--- config.mk ---
export PLATFORM = sky130hd
export DESIGN_NAME = iopb_translator
export DESIGN_NICKNAME = d
export VERILOG_FILES = /design/src/include/iopb_pkg.sv /design/src/verilog/iopb_arbiter.sv /design/src/verilog/iopb_parity.sv /design/src/verilog/iopb_translator.sv
export VERILOG_INCLUDE_DIRS = /design/src /design/src/include
export SDC_FILE = /design/constraint.sdc
export NUM_CORES = 1
export LEC_CHECK = 0
export BUFFER_PORTS_ARGS = -buffer_cell sky130_fd_sc_hd__buf_2
export CORE_MARGIN = 2
export CORE_UTILIZATION = 45
export CTS_BUF_LIST = sky130_fd_sc_hd__clkbuf_4
export DETAILED_ROUTE_END_ITERATION = 8
export PLACE_DENSITY = 0.75
export SYNTH_ARGS = -nofsm -noshare
export SYNTH_HDL_FRONTEND = slang
export SYNTH_SLANG_ARGS = --single-unit
--- constraint.sdc ---
create_clock -name core_clk -period 2.9 [get_ports core_clk]
set_input_delay 0.58 -clock core_clk [delete_from_list [all_inputs] [get_ports core_clk]]
set_output_delay 0.58 -clock core_clk [all_outputs]
set_load 0.03 [all_outputs]
--- src/include/iopb_cfg.svh ---
// iopb_cfg.svh: field positions, codes and reset values for the bus translator
// assumes inclusion by bare name from any design file
`ifndef IOPB_CFG_SVH
`define IOPB_CFG_SVH

// control field bit positions
`define IOPB_CTRL_W        7
`define IOPB_CTRL_ADDR_BIT 0
`define IOPB_CTRL_DATA_BIT 1
`define IOPB_CTRL_READ_BIT 2
`define IOPB_CTRL_BE_LSB   3
`define IOPB_CTRL_BE_W     4

// parity sense: 1 selects odd parity, 0 even
`define IOPB_PAR_ODD       1'b1

// processor transfer size codes
`define IOPB_SIZE_LONG     2'h0
`define IOPB_SIZE_BYTE     2'h1
`define IOPB_SIZE_WORD     2'h2
`define IOPB_SIZE_TRIPLE   2'h3

// function code that marks an access for the system bus
`define IOPB_FC_MATCH      2'h1

// reset values
`define IOPB_RST_DATA      32'h0000_0000
`define IOPB_RST_HALF      16'h0000
`define IOPB_RST_PAR       4'h0

`endif

--- src/include/iopb_pkg.sv ---
// iopb_pkg: types and shared functions of the bus translator
// assumes iopb_cfg.svh on the include path
`default_nettype none
`include "iopb_cfg.svh"

package iopb_pkg;

    typedef enum logic [1:0] {
        IOPB_IDLE = 2'b00,
        IOPB_ADDR = 2'b01,
        IOPB_DATA = 2'b10,
        IOPB_WAIT = 2'b11
    } iopb_phase_t;

    // one parity bit per byte lane, lane 3 is bits 31:24
    function automatic logic [3:0] iopb_lane_parity(input logic [31:0] word);
        logic [3:0] p;
        p = 4'h0;
        for (int i = 0; i < 4; i++) begin
            p[i] = (^word[i*8 +: 8]) ^ `IOPB_PAR_ODD;
        end
        return p;
    endfunction : iopb_lane_parity

endpackage : iopb_pkg

`default_nettype wire

--- src/verilog/iopb_arbiter.sv ---
// iopb_arbiter: requests and holds system bus tenure for processor accesses
// assumes inputs synchronous to core_clk; done and retry come from the controller
`default_nettype none
`include "iopb_cfg.svh"

module iopb_arbiter (
    input  wire logic       core_clk,
    input  wire logic       sys_rst,
    input  wire logic       top_address_bit,
    input  wire logic       function_code_hi,
    input  wire logic       function_code_lo,
    input  wire logic       processor_addr_strobe,
    input  wire logic       bus_grant_in,
    input  wire logic       bus_busy_line,
    input  wire logic       bus_lock,
    input  wire logic       retry_seen,
    input  wire logic       transaction_done,
    input  wire logic       bus_error_seen,
    output logic            bus_request_out,
    output logic            bus_ack_out,
    output logic            bus_tenure
);
    import iopb_pkg::*;

    logic req_r;
    logic req_nxt;
    logic ack_r;
    logic ack_nxt;

    always_comb begin
        req_nxt = top_address_bit && ({function_code_hi, function_code_lo} == `IOPB_FC_MATCH)
                  && processor_addr_strobe && !retry_seen && !bus_tenure && !transaction_done
                  && !ack_r && !bus_error_seen && !sys_rst;
        ack_nxt = (bus_grant_in && !bus_busy_line && !sys_rst)
                  || (ack_r && !transaction_done && !retry_seen && !sys_rst)
                  || (ack_r && bus_lock && !retry_seen && !sys_rst);
    end

    always_ff @(posedge core_clk) begin
        if (sys_rst) begin
            req_r <= 1'b0;
            ack_r <= 1'b0;
        end else begin
            req_r <= req_nxt;
            ack_r <= ack_nxt;
        end
    end

    assign bus_request_out = req_r;
    assign bus_ack_out     = ack_r;
    assign bus_tenure      = ack_r && !transaction_done && !retry_seen && !sys_rst;

endmodule : iopb_arbiter

`default_nettype wire

--- src/verilog/iopb_parity.sv ---
// iopb_parity: lane parity generator and read-phase checker
// assumes the translator tells it the phase and the driven bus word
`default_nettype none
`include "iopb_cfg.svh"

module iopb_parity (
    input  wire logic        core_clk,
    input  wire logic        sys_rst,
    input  wire logic [31:0] bus_word_driven,
    input  wire logic [31:0] sys_ad_in,
    input  wire logic [3:0]  sys_par_in,
    input  wire logic        read_latch_en,
    output logic      [3:0]  par_gen,
    output logic             parity_fault
);
    import iopb_pkg::*;

    logic [31:0] lat_r;
    logic [31:0] lat_nxt;
    logic [3:0]  plat_r;
    logic [3:0]  plat_nxt;
    logic        chk_r;
    logic        chk_nxt;
    logic        fault_r;
    logic        fault_nxt;

    always_comb begin
        lat_nxt   = read_latch_en ? sys_ad_in : lat_r;
        plat_nxt  = read_latch_en ? sys_par_in : plat_r;
        chk_nxt   = read_latch_en;
        fault_nxt = chk_r && (iopb_lane_parity(lat_r) != plat_r);
    end

    always_ff @(posedge core_clk) begin
        if (sys_rst) begin
            lat_r   <= `IOPB_RST_DATA;
            plat_r  <= `IOPB_RST_PAR;
            chk_r   <= 1'b0;
            fault_r <= 1'b0;
        end else begin
            lat_r   <= lat_nxt;
            plat_r  <= plat_nxt;
            chk_r   <= chk_nxt;
            fault_r <= fault_nxt;
        end
    end

    // generated only from what stands on the multiplexed lines
    assign par_gen      = iopb_lane_parity(bus_word_driven);
    assign parity_fault = fault_r;

endmodule : iopb_parity

`default_nettype wire

--- src/verilog/iopb_translator.sv ---
// iopb_translator: processor to multiplexed system bus translator, top level
// assumes all inputs synchronous to core_clk and the bench resolving the
// shared address/data and parity lines from the enables
`default_nettype none
`include "iopb_cfg.svh"

module iopb_translator #(
    parameter int AD_W      = 32,
    parameter int IOP_DW    = 16,
    parameter bit PARITY_EN = 1'b1
) (
    input  wire logic               core_clk,
    input  wire logic               sys_rst,
    input  wire logic [AD_W-1:0]    iop_addr,
    input  wire logic [IOP_DW-1:0]  iop_wdata,
    input  wire logic               iop_read,
    input  wire logic [1:0]         iop_size,
    input  wire logic               function_code_hi,
    input  wire logic               function_code_lo,
    input  wire logic               processor_addr_strobe,
    output logic      [IOP_DW-1:0]  iop_rdata,
    output logic                    iop_rdata_oe,
    output logic                    size_acknowledge,
    output logic                    bus_error_handshake,
    output logic                    halt_handshake,
    output logic                    bus_request_out,
    input  wire logic               bus_grant_in,
    input  wire logic               bus_busy_line,
    input  wire logic               bus_lock,
    output logic                    bus_ack_out,
    input  wire logic               status_eod,
    input  wire logic               status_wait,
    input  wire logic               status_retry,
    input  wire logic               status_error_line,
    input  wire logic [AD_W-1:0]    sys_ad_in,
    output logic      [AD_W-1:0]    sys_ad_out,
    output logic                    sys_ad_oe,
    input  wire logic [3:0]         sys_par_in,
    output logic      [3:0]         sys_par_out,
    output logic                    sys_par_oe,
    output logic      [`IOPB_CTRL_W-1:0] ctrl_out,
    output logic                    ctrl_par_out,
    output logic                    ctrl_oe,
    output logic                    address_phase_flag,
    output logic                    data_phase_flag,
    output logic                    read_latch_en,
    output logic                    bus_tenure,
    output logic                    transaction_done,
    output logic                    parity_fault
);
    import iopb_pkg::*;

    if (AD_W != 32 || IOP_DW * 2 != AD_W) begin : g_width_check
        $error("iopb_translator: only a 32-bit bus with a 16-bit processor is supported");
    end

    // byte lane enables from size and low address bits, lane 3 highest
    function automatic logic [3:0] lane_enables(input logic [1:0] size, input logic [1:0] a);
        logic [3:0] be;
        be = 4'h0;
        unique case (size)
            `IOPB_SIZE_BYTE:   be = 4'h8 >> a;
            `IOPB_SIZE_WORD:   be = a[1] ? 4'h3 : 4'hc;
            `IOPB_SIZE_TRIPLE: be = a[0] ? 4'h7 : 4'he;
            `IOPB_SIZE_LONG:   be = 4'hf;
        endcase
        return be;
    endfunction : lane_enables

    iopb_phase_t phase_r;
    iopb_phase_t phase_nxt;
    logic                 sack_r;
    logic                 sack_nxt;
    logic                 bus_error_handshake_r;
    logic                 bus_error_handshake_nxt;
    logic                 halt_r;
    logic                 halt_nxt;
    logic [AD_W-1:0]      ad_r;
    logic [AD_W-1:0]      ad_nxt;
    logic [IOP_DW-1:0]    rdata_r;
    logic [IOP_DW-1:0]    rdata_nxt;
    logic                 status_ok;
    logic                 status_bad;
    logic                 tenure_w;
    logic                 ack_w;
    logic [3:0]           par_gen;
    logic                 fault_w;

    iopb_arbiter u_arbiter (
        .core_clk              (core_clk),
        .sys_rst               (sys_rst),
        .top_address_bit       (iop_addr[AD_W-1]),
        .function_code_hi      (function_code_hi),
        .function_code_lo      (function_code_lo),
        .processor_addr_strobe (processor_addr_strobe),
        .bus_grant_in          (bus_grant_in),
        .bus_busy_line         (bus_busy_line),
        .bus_lock              (bus_lock),
        .retry_seen            (status_retry),
        .transaction_done      (transaction_done),
        .bus_error_seen        (bus_error_handshake_r),
        .bus_request_out       (bus_request_out),
        .bus_ack_out           (ack_w),
        .bus_tenure            (tenure_w)
    );

    if (PARITY_EN) begin : g_parity
        iopb_parity u_parity (
            .core_clk        (core_clk),
            .sys_rst         (sys_rst),
            .bus_word_driven (ad_r),
            .sys_ad_in       (sys_ad_in),
            .sys_par_in      (sys_par_in),
            .read_latch_en   (read_latch_en),
            .par_gen         (par_gen),
            .parity_fault    (fault_w)
        );
    end else begin : g_no_parity
        assign par_gen = `IOPB_RST_PAR;
        assign fault_w = 1'b0;
    end

    // a fault may only count once the cycle has been acknowledged
    assign status_bad = status_error_line || status_retry;
    assign status_ok  = status_eod && !status_wait && !status_bad;
    assign transaction_done = ack_w && !sys_rst
                              && (!processor_addr_strobe || status_bad);

    // phase sequencer
    always_comb begin
        phase_nxt = phase_r;
        unique case (phase_r)
            IOPB_IDLE: begin
                if (tenure_w && processor_addr_strobe) begin
                    phase_nxt = IOPB_ADDR;
                end
            end
            IOPB_ADDR: begin
                if (status_bad || !tenure_w) begin
                    phase_nxt = IOPB_WAIT;
                end else if (status_ok) begin
                    phase_nxt = IOPB_DATA;
                end
            end
            IOPB_DATA: begin
                if (status_ok || status_bad || !tenure_w) begin
                    phase_nxt = IOPB_WAIT;
                end
            end
            IOPB_WAIT: begin
                if (!tenure_w) begin
                    phase_nxt = IOPB_IDLE;
                end
            end
        endcase
        if (sys_rst) begin
            phase_nxt = IOPB_IDLE;
        end
    end

    always_ff @(posedge core_clk) begin
        phase_r <= phase_nxt;
    end

    assign address_phase_flag = (phase_r == IOPB_ADDR);
    assign data_phase_flag    = (phase_r == IOPB_DATA);

    // processor handshakes
    always_comb begin
        sack_nxt = processor_addr_strobe && !sys_rst
                   && (sack_r || (data_phase_flag && status_ok));
        halt_nxt = processor_addr_strobe && !sys_rst
                   && (halt_r || (ack_w && status_retry));
        bus_error_handshake_nxt = processor_addr_strobe && !sys_rst
                   && (bus_error_handshake_r
                       || (phase_r inside {IOPB_ADDR, IOPB_DATA} && status_bad)
                       || (sack_r && fault_w));
    end

    always_ff @(posedge core_clk) begin
        sack_r <= sack_nxt;
        halt_r <= halt_nxt;
        bus_error_handshake_r <= bus_error_handshake_nxt;
    end

    assign size_acknowledge    = sack_r && !bus_error_handshake_r;
    assign bus_error_handshake = bus_error_handshake_r;
    assign halt_handshake      = halt_r;

    // multiplexed address/data word, loaded with the phase it belongs to
    always_comb begin
        ad_nxt = ad_r;
        if (phase_nxt == IOPB_ADDR) begin
            ad_nxt = iop_addr;
        end else if (phase_nxt == IOPB_DATA && !iop_read) begin
            ad_nxt = {iop_wdata, iop_wdata};
        end
        if (sys_rst) begin
            ad_nxt = `IOPB_RST_DATA;
        end
    end

    always_ff @(posedge core_clk) begin
        ad_r <= ad_nxt;
    end

    assign sys_ad_out = ad_r;
    assign sys_ad_oe  = tenure_w && (address_phase_flag || (data_phase_flag && !iop_read));

    // read data: sampled on the edge, address bit 1 clear takes the upper half
    assign read_latch_en = data_phase_flag && iop_read;
    always_comb begin
        rdata_nxt = rdata_r;
        if (read_latch_en) begin
            rdata_nxt = iop_addr[1] ? sys_ad_in[IOP_DW-1:0] : sys_ad_in[AD_W-1:IOP_DW];
        end
        if (sys_rst) begin
            rdata_nxt = `IOPB_RST_HALF;
        end
    end

    always_ff @(posedge core_clk) begin
        rdata_r <= rdata_nxt;
    end

    assign iop_rdata    = rdata_r;
    assign iop_rdata_oe = processor_addr_strobe && iop_read && (read_latch_en || sack_r);

    // parity lines
    assign sys_par_out  = par_gen;
    assign sys_par_oe   = PARITY_EN && tenure_w
                          && (address_phase_flag || (data_phase_flag && !iop_read));
    assign parity_fault = fault_w;

    // control field, chosen by the phase flags, iop_read, iop_size and the low address bits
    always_comb begin
        ctrl_out = '0;
        ctrl_out[`IOPB_CTRL_ADDR_BIT] = address_phase_flag;
        ctrl_out[`IOPB_CTRL_DATA_BIT] = data_phase_flag;
        ctrl_out[`IOPB_CTRL_READ_BIT] = iop_read || !(address_phase_flag || data_phase_flag);
        if (data_phase_flag) begin
            ctrl_out[`IOPB_CTRL_BE_LSB +: `IOPB_CTRL_BE_W] = lane_enables(iop_size, iop_addr[1:0]);
        end
    end

    assign ctrl_par_out = (^ctrl_out) ^ `IOPB_PAR_ODD;
    assign ctrl_oe      = tenure_w;
    assign bus_ack_out  = ack_w;
    assign bus_tenure   = tenure_w;

endmodule : iopb_translator

`default_nettype wire

Yosys cells after proc, flatten, opt, wreduce, memory -nomap -nowiden
Cells that the tools add are included.
W data, S select, Z words.
{"block": "word_totals", "output_inout_bits": 75, "inputBits": 99, "regBits": 93}
{"block": "op_classes", "eq_ne": 10, "n_reduce_logical": 77, "shifts": 1, "n_bitwise": 9, "muxes": 14}
{"op": "$mux W32", "n": 2}
{"op": "$reduce_xor A8 Y1", "n": 8}
{"op": "$logic_and A1 B1 Y1", "n": 37}
{"op": "$mux W16", "n": 1}
{"op": "$pmux W4 S4", "n": 1}
{"op": "$logic_or A1 B1 Y1", "n": 15}
{"op": "$logic_not A1 Y1", "n": 12}
{"op": "$mux W2", "n": 6}
{"op": "$mux W4", "n": 3}
{"op": "$eq A2 B2 Y1 const B", "n": 5}
{"op": "$not A1 Y1", "n": 9}
{"op": "$eq A2 B1 Y1 const B", "n": 4}
{"op": "$pmux W2 S4", "n": 1}
{"op": "$reduce_xor A7 Y1", "n": 1}
{"op": "$logic_not A2 Y1", "n": 2}
{"op": "$ne A4 B4 Y1", "n": 1}
{"op": "$reduce_bool A2 Y1", "n": 2}
{"op": "$shr A4 B2 Y4 const A", "n": 1}

Logic depth before layout (Yosys ltp)
Gate-level depths: netlist of run 1.
{"block": "logic_depth", "depth_word": 16, "mapped_depth": 9, "ltp_nobuf": 8}

Modules after synthesis
From an unflattened synthesis of run 1, not the netlist that was laid out.
{"block": "hier_totals", "cells_unflattened": 447, "hier_area_um2": 4625.7}
{"module": "iopb_translator", "area_per_inst_um2": 2633.8, "instances": 1, "seq_area_each_um2": 1061.0, "cells_each": 260}
{"module": "iopb_parity", "area_per_inst_um2": 1885.6, "instances": 1, "seq_area_each_um2": 760.7, "cells_each": 177}
{"module": "iopb_arbiter", "area_per_inst_um2": 106.4, "instances": 1, "seq_area_each_um2": 40.0, "cells_each": 10}

Least setup slack after synthesis of run 1
Ideal clock, no wire load.
{"block": "synth_timing", "path_kind": "register -> output", "start": "register phase_r[0]", "end": "output ctrl_par_out", "t_required_ps": 2320, "setup_slack_ps": -178, "path_buffers": 1, "path_stages_with_launch": 8, "t_arrival_ps": 2498, "cell_sequence": "dfxtp_1 -> inv_1 -> ha_1 -> clkbuf_1 -> nand2_1 -> a31oi_1 -> xnor2_1 -> xnor3_1"}
{"item": "start, declared", "line": "iopb_translator.sv:70", "source": "iopb_phase_t phase_r;"}
{"item": "start signal, assigned", "line": "iopb_translator.sv:162", "source": "phase_r <= phase_nxt;"}
{"item": "$eq A2 B2 Y1", "line": "iopb_translator.sv:166", "source": "assign data_phase_flag = (phase_r == IOPB_DATA);"}
{"item": "via data_phase_flag", "line": "iopb_translator.sv:45", "source": "output logic data_phase_flag,"}
{"item": "$mux W4", "line": "iopb_translator.sv:241", "source": "if (data_phase_flag) begin"}
{"item": "via ctrl_out[3]", "line": "iopb_translator.sv:41", "source": "output logic [`IOPB_CTRL_W-1:0] ctrl_out,"}
{"item": "$reduce_xor A7 Y1", "line": "iopb_translator.sv:246", "source": "assign ctrl_par_out = (^ctrl_out) ^ `IOPB_PAR_ODD;"}
{"item": "$not A1 Y1 (no line)"}
{"item": "end, declared", "line": "iopb_translator.sv:42", "source": "output logic ctrl_par_out,"}
The timed path passes the listed nets, and every way through them passes these cells.

Final worst setup path of run 1
{"block": "layout_timing", "start": "register phase_r[0]", "end": "output ctrl_par_out"}
{"block": "layout_between", "elab_chain_len": 6}
{"item": "$eq A2 B1 Y1 / $eq A2 B2 Y1 (equally long branches)", "line": "iopb_translator.sv:165, iopb_translator.sv:166"}
{"item": "$logic_or A1 B1 Y1", "line": "iopb_translator.sv:240", "source": "ctrl_out[`IOPB_CTRL_READ_BIT] = iop_read || !(address_phase_flag || data_phase_flag);"}
{"item": "$logic_not A1 Y1", "line": "iopb_translator.sv:240"}
{"item": "$logic_or A1 B1 Y1", "line": "iopb_translator.sv:240"}
{"item": "$reduce_xor A7 Y1 (*)", "line": "iopb_translator.sv:246"}
{"item": "$not A1 Y1 (no line) (*)"}
Mark *: on every way between the ends. The rest lies on a longest branch, timed or not.

==> results of run 1 <==
synth_stat cells, drive strengths merged (2+ instances only):
cell type	n	share of area [%]
clkbuf	21	1.8
o211a	2	0.45
xor2	4	0.78
o21ai	4	0.53
nor2b	3	0.42
nand3	2	0.22
ha	8	2.2
a31oi	3	0.42
inv	22	1.8
xnor2	58	11
and3	2	0.28
nor4	2	0.62
nand2b	4	0.56
nand2	84	7.2
dfxtp	93	42
mux2i	16	3.6
o21a	2	0.34
a211oi	16	2.7
a21oi	58	6.5
nor2	25	2.1
o21bai	2	0.34
buf	13	2.0
o221a	31	7.8
where the power goes:
| group | internal [mW] | total, mW | switching (mW) |
|---|---|---|---|
| Combinational | 0.755 | 1.99 | 1.24 |
| Sequential | 1.45 | 1.61 | 0.160 |
| Clock | 0.282 | 0.741 | 0.459 |
| Total | 2.49 | 4.34 | 1.86 |
critical path, stage by stage, from the launching register on:
cell	delay [ns]
dfxtp_4	0.39
inv_1	0.11
ha_1	0.18
buf_6	0.14
nand2_1	0.07
a31oi_2	0.19
xnor2_1	0.17
xnor3_1	0.33
buf_2	0.18
state kept, by name, indices dropped and copies added, names as in the netlist:
name and cells:
g_parity.u_parity.parity_fault 1, phase_r 2, bus_error_handshake 1, g_parity.u_parity.plat_r 4
sys_ad_out 32, sack_r 1, g_parity.u_parity.lat_r 32, g_parity.u_parity.chk_r 1
iop_rdata 16, u_arbiter.bus_ack_out 1, halt_handshake 1, u_arbiter.bus_request_out 1
layer usage:
layer / up-vias / part of all wire, % / GRT usage (%) / wire, um
met5: - / 0 / 0 / 0
met2: 133 / 49 / 36.8 / 5690
met3: 16 / 6.4 / 5.48 / 746
met4: 0 / 1.7 / 7.24 / 192
met1: 1889 / 43 / 25.5 / 5000
li1: 2045 / - / - / -
per-stage QoR:
step | setup slack (ns) | area (um^2) | TNS, ns
final | 0.118 | 5660 | 0
after detailed placement | -0.107 | 5450 | -2.77
after floorplan | 0.0133 | 4480 | 0
after global routing | -0.00433 | 5660 | -0.00433
after global placement | -0.0149 | 5450 | -0.0149
after CTS | 0.0428 | 5600 | 0
timing repair:
action                                  CTS  global route
endpoints found under the setup margin   16             1
setup buffers                             0             5
resized for setup                         1             4
cloned                                    0             0
cell families after synthesis:
logic type	Yosys count	synth area share, %
simple gates	133	13.4
compound gates	125	20.7
flops	93	41.7
xor+xnor	63	12.7
buf+inv	57	5.71
mux	16	3.58
fa+ha+maj	8	2.24
path summary, 6_finish.rpt:
check                                     start                                   endpoint  slack (ns)  depth (start not counted)
min                               sys_ad_in[18]   g_parity.u_parity.lat_r[18]$_SDFFE_PP0P_        0.37                          3
max reg2reg                  phase_r[0]$_DFF_P_                sys_ad_out[30]$_SDFFE_PP0P_        0.25                          8
min reg2reg  g_parity.u_parity.chk_r$_SDFF_PP0_  g_parity.u_parity.parity_fault$_SDFF_PP0_        0.47                          1
max                          phase_r[0]$_DFF_P_                               ctrl_par_out        0.12                          8
cell type report:
cell class | instances | area [um^2] | share of cell area [%]
Multi-Input combinational cell | 345 | 2380 | 42.1
Sequential cell | 93 | 1870 | 33.0
Timing Repair Buffer | 190 | 1010 | 17.9
Tap cell | 133 | 166 | 2.94
Inverter | 23 | 86.3 | 1.53
Clock buffer | 10 | 75.1 | 1.33
Clock inverter | 6 | 71.3 | 1.26
==> results.py, run 1 <==
metrics = {
    "outcome": {
        "outcome": "completed",
    },
    "setup_path": {
        "cp_max_fo": 9,
        "worst_setup_path_start_kind": "register",
        "arrival_ns": 2.20,
        "crit_required_ns": 2.32,
        "endpoint_kind": "primary output",
        "crit_type": "register to primary output",
    },
    "finish": {
        "syn2layout_area_growth_pct": 26.5,
        "final_common_cell": "buf_2",
        "final_nets": 769,
        "antenna_cells": 0,
        "fin_cells": 800,
        "final_cell_mix": "buf_2 (173), dfxtp_1 (92), nand2_1 (83)",
        "n_fill_cell": 882,
        "fin_util_pct": 58.1,
        "drive_above_1_share_pct": 32.5,
    },
    "sta": {
        "hold_viol": 0,
        "period_share_pct": 95.9,
        "holdWs_ns": 0.370,
        "setup_violations": 0,
        "slew_viol_final": 0,
        "fmax_ghz": 0.359,
        "fin_worst_skew_ns": 0.0136,
        "period_needed_ns": 2.78,
        "tightest_slew_ns": 0.590,
        "max_slew_margin_pct": 60.5,
    },
    "job": {
        "drv_cap": 0,
    },
    "global_route": {
        "track_usage_pct": 21.2,
        "grt_overflow_total": 0,
        "grt_max_degree": 58,
        "antenna_found_initial": 0,
        "grt_pass1_vias": 3949,
        "grt_pass1_wl_um": 18900,
    },
    "clock_tree": {
        "root_buffer": "clkbuf_4",
        "postCtsHoldBufs": 0,
        "clkSinkCount": 93,
        "cts_max_path_buffers": 2,
        "cts_buffers": 9,
        "cts.clk_slew.worst_paths_ns": 0.15,
        "tritoncts": "yes",
        "worstSkewPairLatency_ns": 0.44,
        "h-tree-depth": 3,
    },
    "synth": {
        "yosys_warnings": 0,
        "yosysUniqueCellTypes": 50,
        "yosys_most_used_dff": "dfxtp_1",
        "synthArstFlopShare_pct": 0,
        "synthesis.instances": 495,
        "yosysSeqAreaShare_pct": 41.7,
        "syn_avg_cell_area_um2": 9.03,
        "synth_seq_cells": 93,
        "syn_nets": 602,
        "synth_edf_count": 0,
        "syn_area_um2": 4470,
    },
    "power": {
        "ir_worst_vdd_mv": 0.976,
        "power_density_nw_per_um2": 768,
        "p_leak_nw": 2.50,
        "power_mw": 4.34,
    },
    "place": {
        "dp_hpwl_um": 8630,
        "gp_congestion": 0.852,
        "dp_cells": 779,
        "numPortBuffers": 173,
    },
    "die": {
        "rows": 36,
        "coreArea_um2": 9730,
        "ios": 174,
        "die_h_um": 104,
        "die_w_um": 104,
        "dieArea_um2": 10700,
        "start_util_pct": 45.9,
    },
    "drt": {
        "drtAntennaViolNets": 0,
        "avgViaCountPerCell": 5.10,
        "dr_total_vias": 4083,
        "drc": 0,
        "wire_per_inst_um": 14.5,
        "drtIter0Drc": 132,
        "wirelength_um": 11600,
        "dr.pass1.iters": 5,
    },
    "hold_path": {
        "hp-class": "input pin to register",
    },
}
Power figures use the tool's default switching activity.
==> run 2, diff against run 1 <==
CORE_MARGIN = unset   (was 2)
==> results.py, run 2 (synthesis gave the netlist of run 1 again) <==
metrics = {
    "die": {
        "rows": 36,
        "ios": 174,
        "start_util_pct": 46.1,
        "die_h_um": 102,
        "coreArea_um2": 9680,
        "dieArea_um2": 10300,
        "die_w_um": 102,
    },
    "setup_path": {
        "worst_setup_path_start_kind": "register",
        "cp_slowest_cell": "dfxtp_1",
        "path_cells": "inv_1 > ha_4 > nand2_1 > a31oi_2 > xnor2_1 > xnor3_1 > buf_2",
        "slowest_delay_ns": 0.40,
        "crit_type": "register to primary output",
        "cp_max_fo": 11,
        "r2r_start": "phase_r[0]$_DFF_P_",
        "arrival_ns": 2.17,
        "startpoint": "phase_r[0]$_DFF_P_",
        "endpoint_kind": "primary output",
        "crit_required_ns": 2.32,
    },
    "power": {
        "p_clk_share_pct": 19.1,
        "power_density_nw_per_um2": 785,
        "internal-power_mw": 2.55,
        "power_frac_seq_pct": 36.5,
        "switching_share_pct": 42.2,
        "ir_worst_vdd_mv": 0.981,
        "power_frac_comb_pct": 44.4,
        "power.switching_mw": 1.86,
        "p_leak_nw": 2.48,
    },
    "clock_tree": {
        "h-tree-depth": 3,
        "clkSinkCount": 93,
        "postCtsHoldBufs": 0,
        "cts.clk_slew.worst_paths_ns": 0.16,
        "root_buffer": "clkbuf_4",
        "cts_buffers": 9,
        "worstSkewPairLatency_ns": 0.44,
        "tritoncts": "yes",
        "cts_max_path_buffers": 2,
    },
    "place": {
        "post-place-ws_ns": 0.171,
        "gp_congestion": 0.856,
        "placed_cell_area_um2": 5420,
        "numPortBuffers": 173,
        "dp_hpwl_um": 8590,
    },
    "global_route": {
        "grtUsageMet2_pct": 37.9,
        "antenna_found_initial": 0,
        "top_usage_layer": "met2",
        "grt_max_degree": 58,
        "grt_use_met1_pct": 25.2,
        "grt_pass1_vias": 3892,
        "grt_pass1_wl_um": 17600,
        "met3_usage_pct": 5.87,
        "grt_overflow_total": 0,
        "track_usage_pct": 21.7,
    },
    "drt": {
        "avgViaCountPerCell": 5.08,
        "wire_per_inst_um": 14.2,
        "drtAntennaViolNets": 0,
        "dr_total_vias": 4038,
        "wirelength_um": 11300,
        "dr.pass1.iters": 7,
        "drc": 0,
        "drtIter0Drc": 118,
    },
    "finish": {
        "design_area_um2": 5620,
        "final_cell_mix": "buf_2 (173), dfxtp_1 (93), nand2_1 (83)",
        "drive_above_1_share_pct": 32.0,
        "final_nets": 764,
        "syn2layout_area_growth_pct": 25.8,
        "final_common_cell": "buf_2",
        "antenna_cells": 0,
    },
    "hold_path": {
        "hp-class": "input pin to register",
        "min_from": "sys_par_in[1]",
    },
    "sta": {
        "setup_ws_ns": 0.146,
        "rsz0062_at_grt": "no",
        "hold_viol": 0,
        "tns_ns": 0,
        "period_needed_ns": 2.75,
        "fmax_ghz": 0.363,
        "fin_worst_skew_ns": 0.0170,
        "tightest_slew_ns": 0.577,
        "max_slew_margin_pct": 61.5,
        "slew_viol_final": 0,
        "period_share_pct": 95.0,
        "setup_violations": 0,
    },
    "outcome": {
        "outcome": "completed",
    },
    "job": {
        "drv_cap": 0,
    },
}
[run 2: routing by layer]
layer	vias to the layer above	wire length (um)
met4	0	155
met2	142	5530
li1	2023	-
met1	1857	4870
met3	16	756
met5	-	0
[run 2: stage by stage]
stage | std cells | total power, mW | utilization [%] | hold slack (ns)
global placement | 777 | 3.56 | 56.0 | 0.448
CTS | 793 | 4.45 | 57.9 | 0.317
global route | 795 | 4.67 | 58.0 | 0.328
finish | 795 | 4.41 | 58.0 | 0.353
floorplan | 495 | 3.09 | - | 0.442
detailed placement | 777 | 3.60 | 56.0 | 0.453
[run 2: cell type report]
cell class              count  area, um^2
flip-flops and latches     93        1860
clock inverters             7         105
multi-input cells         345        2380
repair buffers            185         956
clock buffers               9        67.6
fillers                   859        4060
inverters                  23        86.3
well taps                 133         166
[run 2: power by group through the flow]
| stage | clock network [mW] | logic, mW | registers (mW) |
|---|---|---|---|
| 5_1_grt | 0.924 | 2.11 | 1.63 |
| 6_report | 0.845 | 1.96 | 1.61 |
| 3_5_place_dp | 0 | 1.96 | 1.64 |
| 2_1_floorplan | 0 | 1.18 | 1.91 |
| 3_3_place_gp | 0 | 1.93 | 1.63 |
| 4_1_cts | 0.868 | 1.97 | 1.61 |
[run 2: worst max-delay path, delay by kind of cell, from the launching register on]
family	cells	cell delay (ns)
xor+xnor	2	0.51
flops	1	0.40
buf+inv	2	0.34
fa+ha+maj	1	0.22
compound gates	1	0.19
simple gates	1	0.08
[run 2: worst paths after layout]
check                                                                 end  slack, ns  cells after the start
worst min-delay path             g_parity.u_parity.plat_r[1]$_SDFFE_PP0P_       0.35                      3
worst max-delay path                                         ctrl_par_out       0.15                      7
worst max register to register                 sys_ad_out[5]$_SDFFE_PP0P_       0.25                      7
worst min register to register  g_parity.u_parity.parity_fault$_SDFF_PP0_       0.47                      1
[run 2: timing repair]
| action | in CTS | in global routing |
|---|---|---|
| setup endpoints to repair | 1 | 1 |
| resized for setup | 2 | 0 |
| buffers inserted | 0 | 2 |
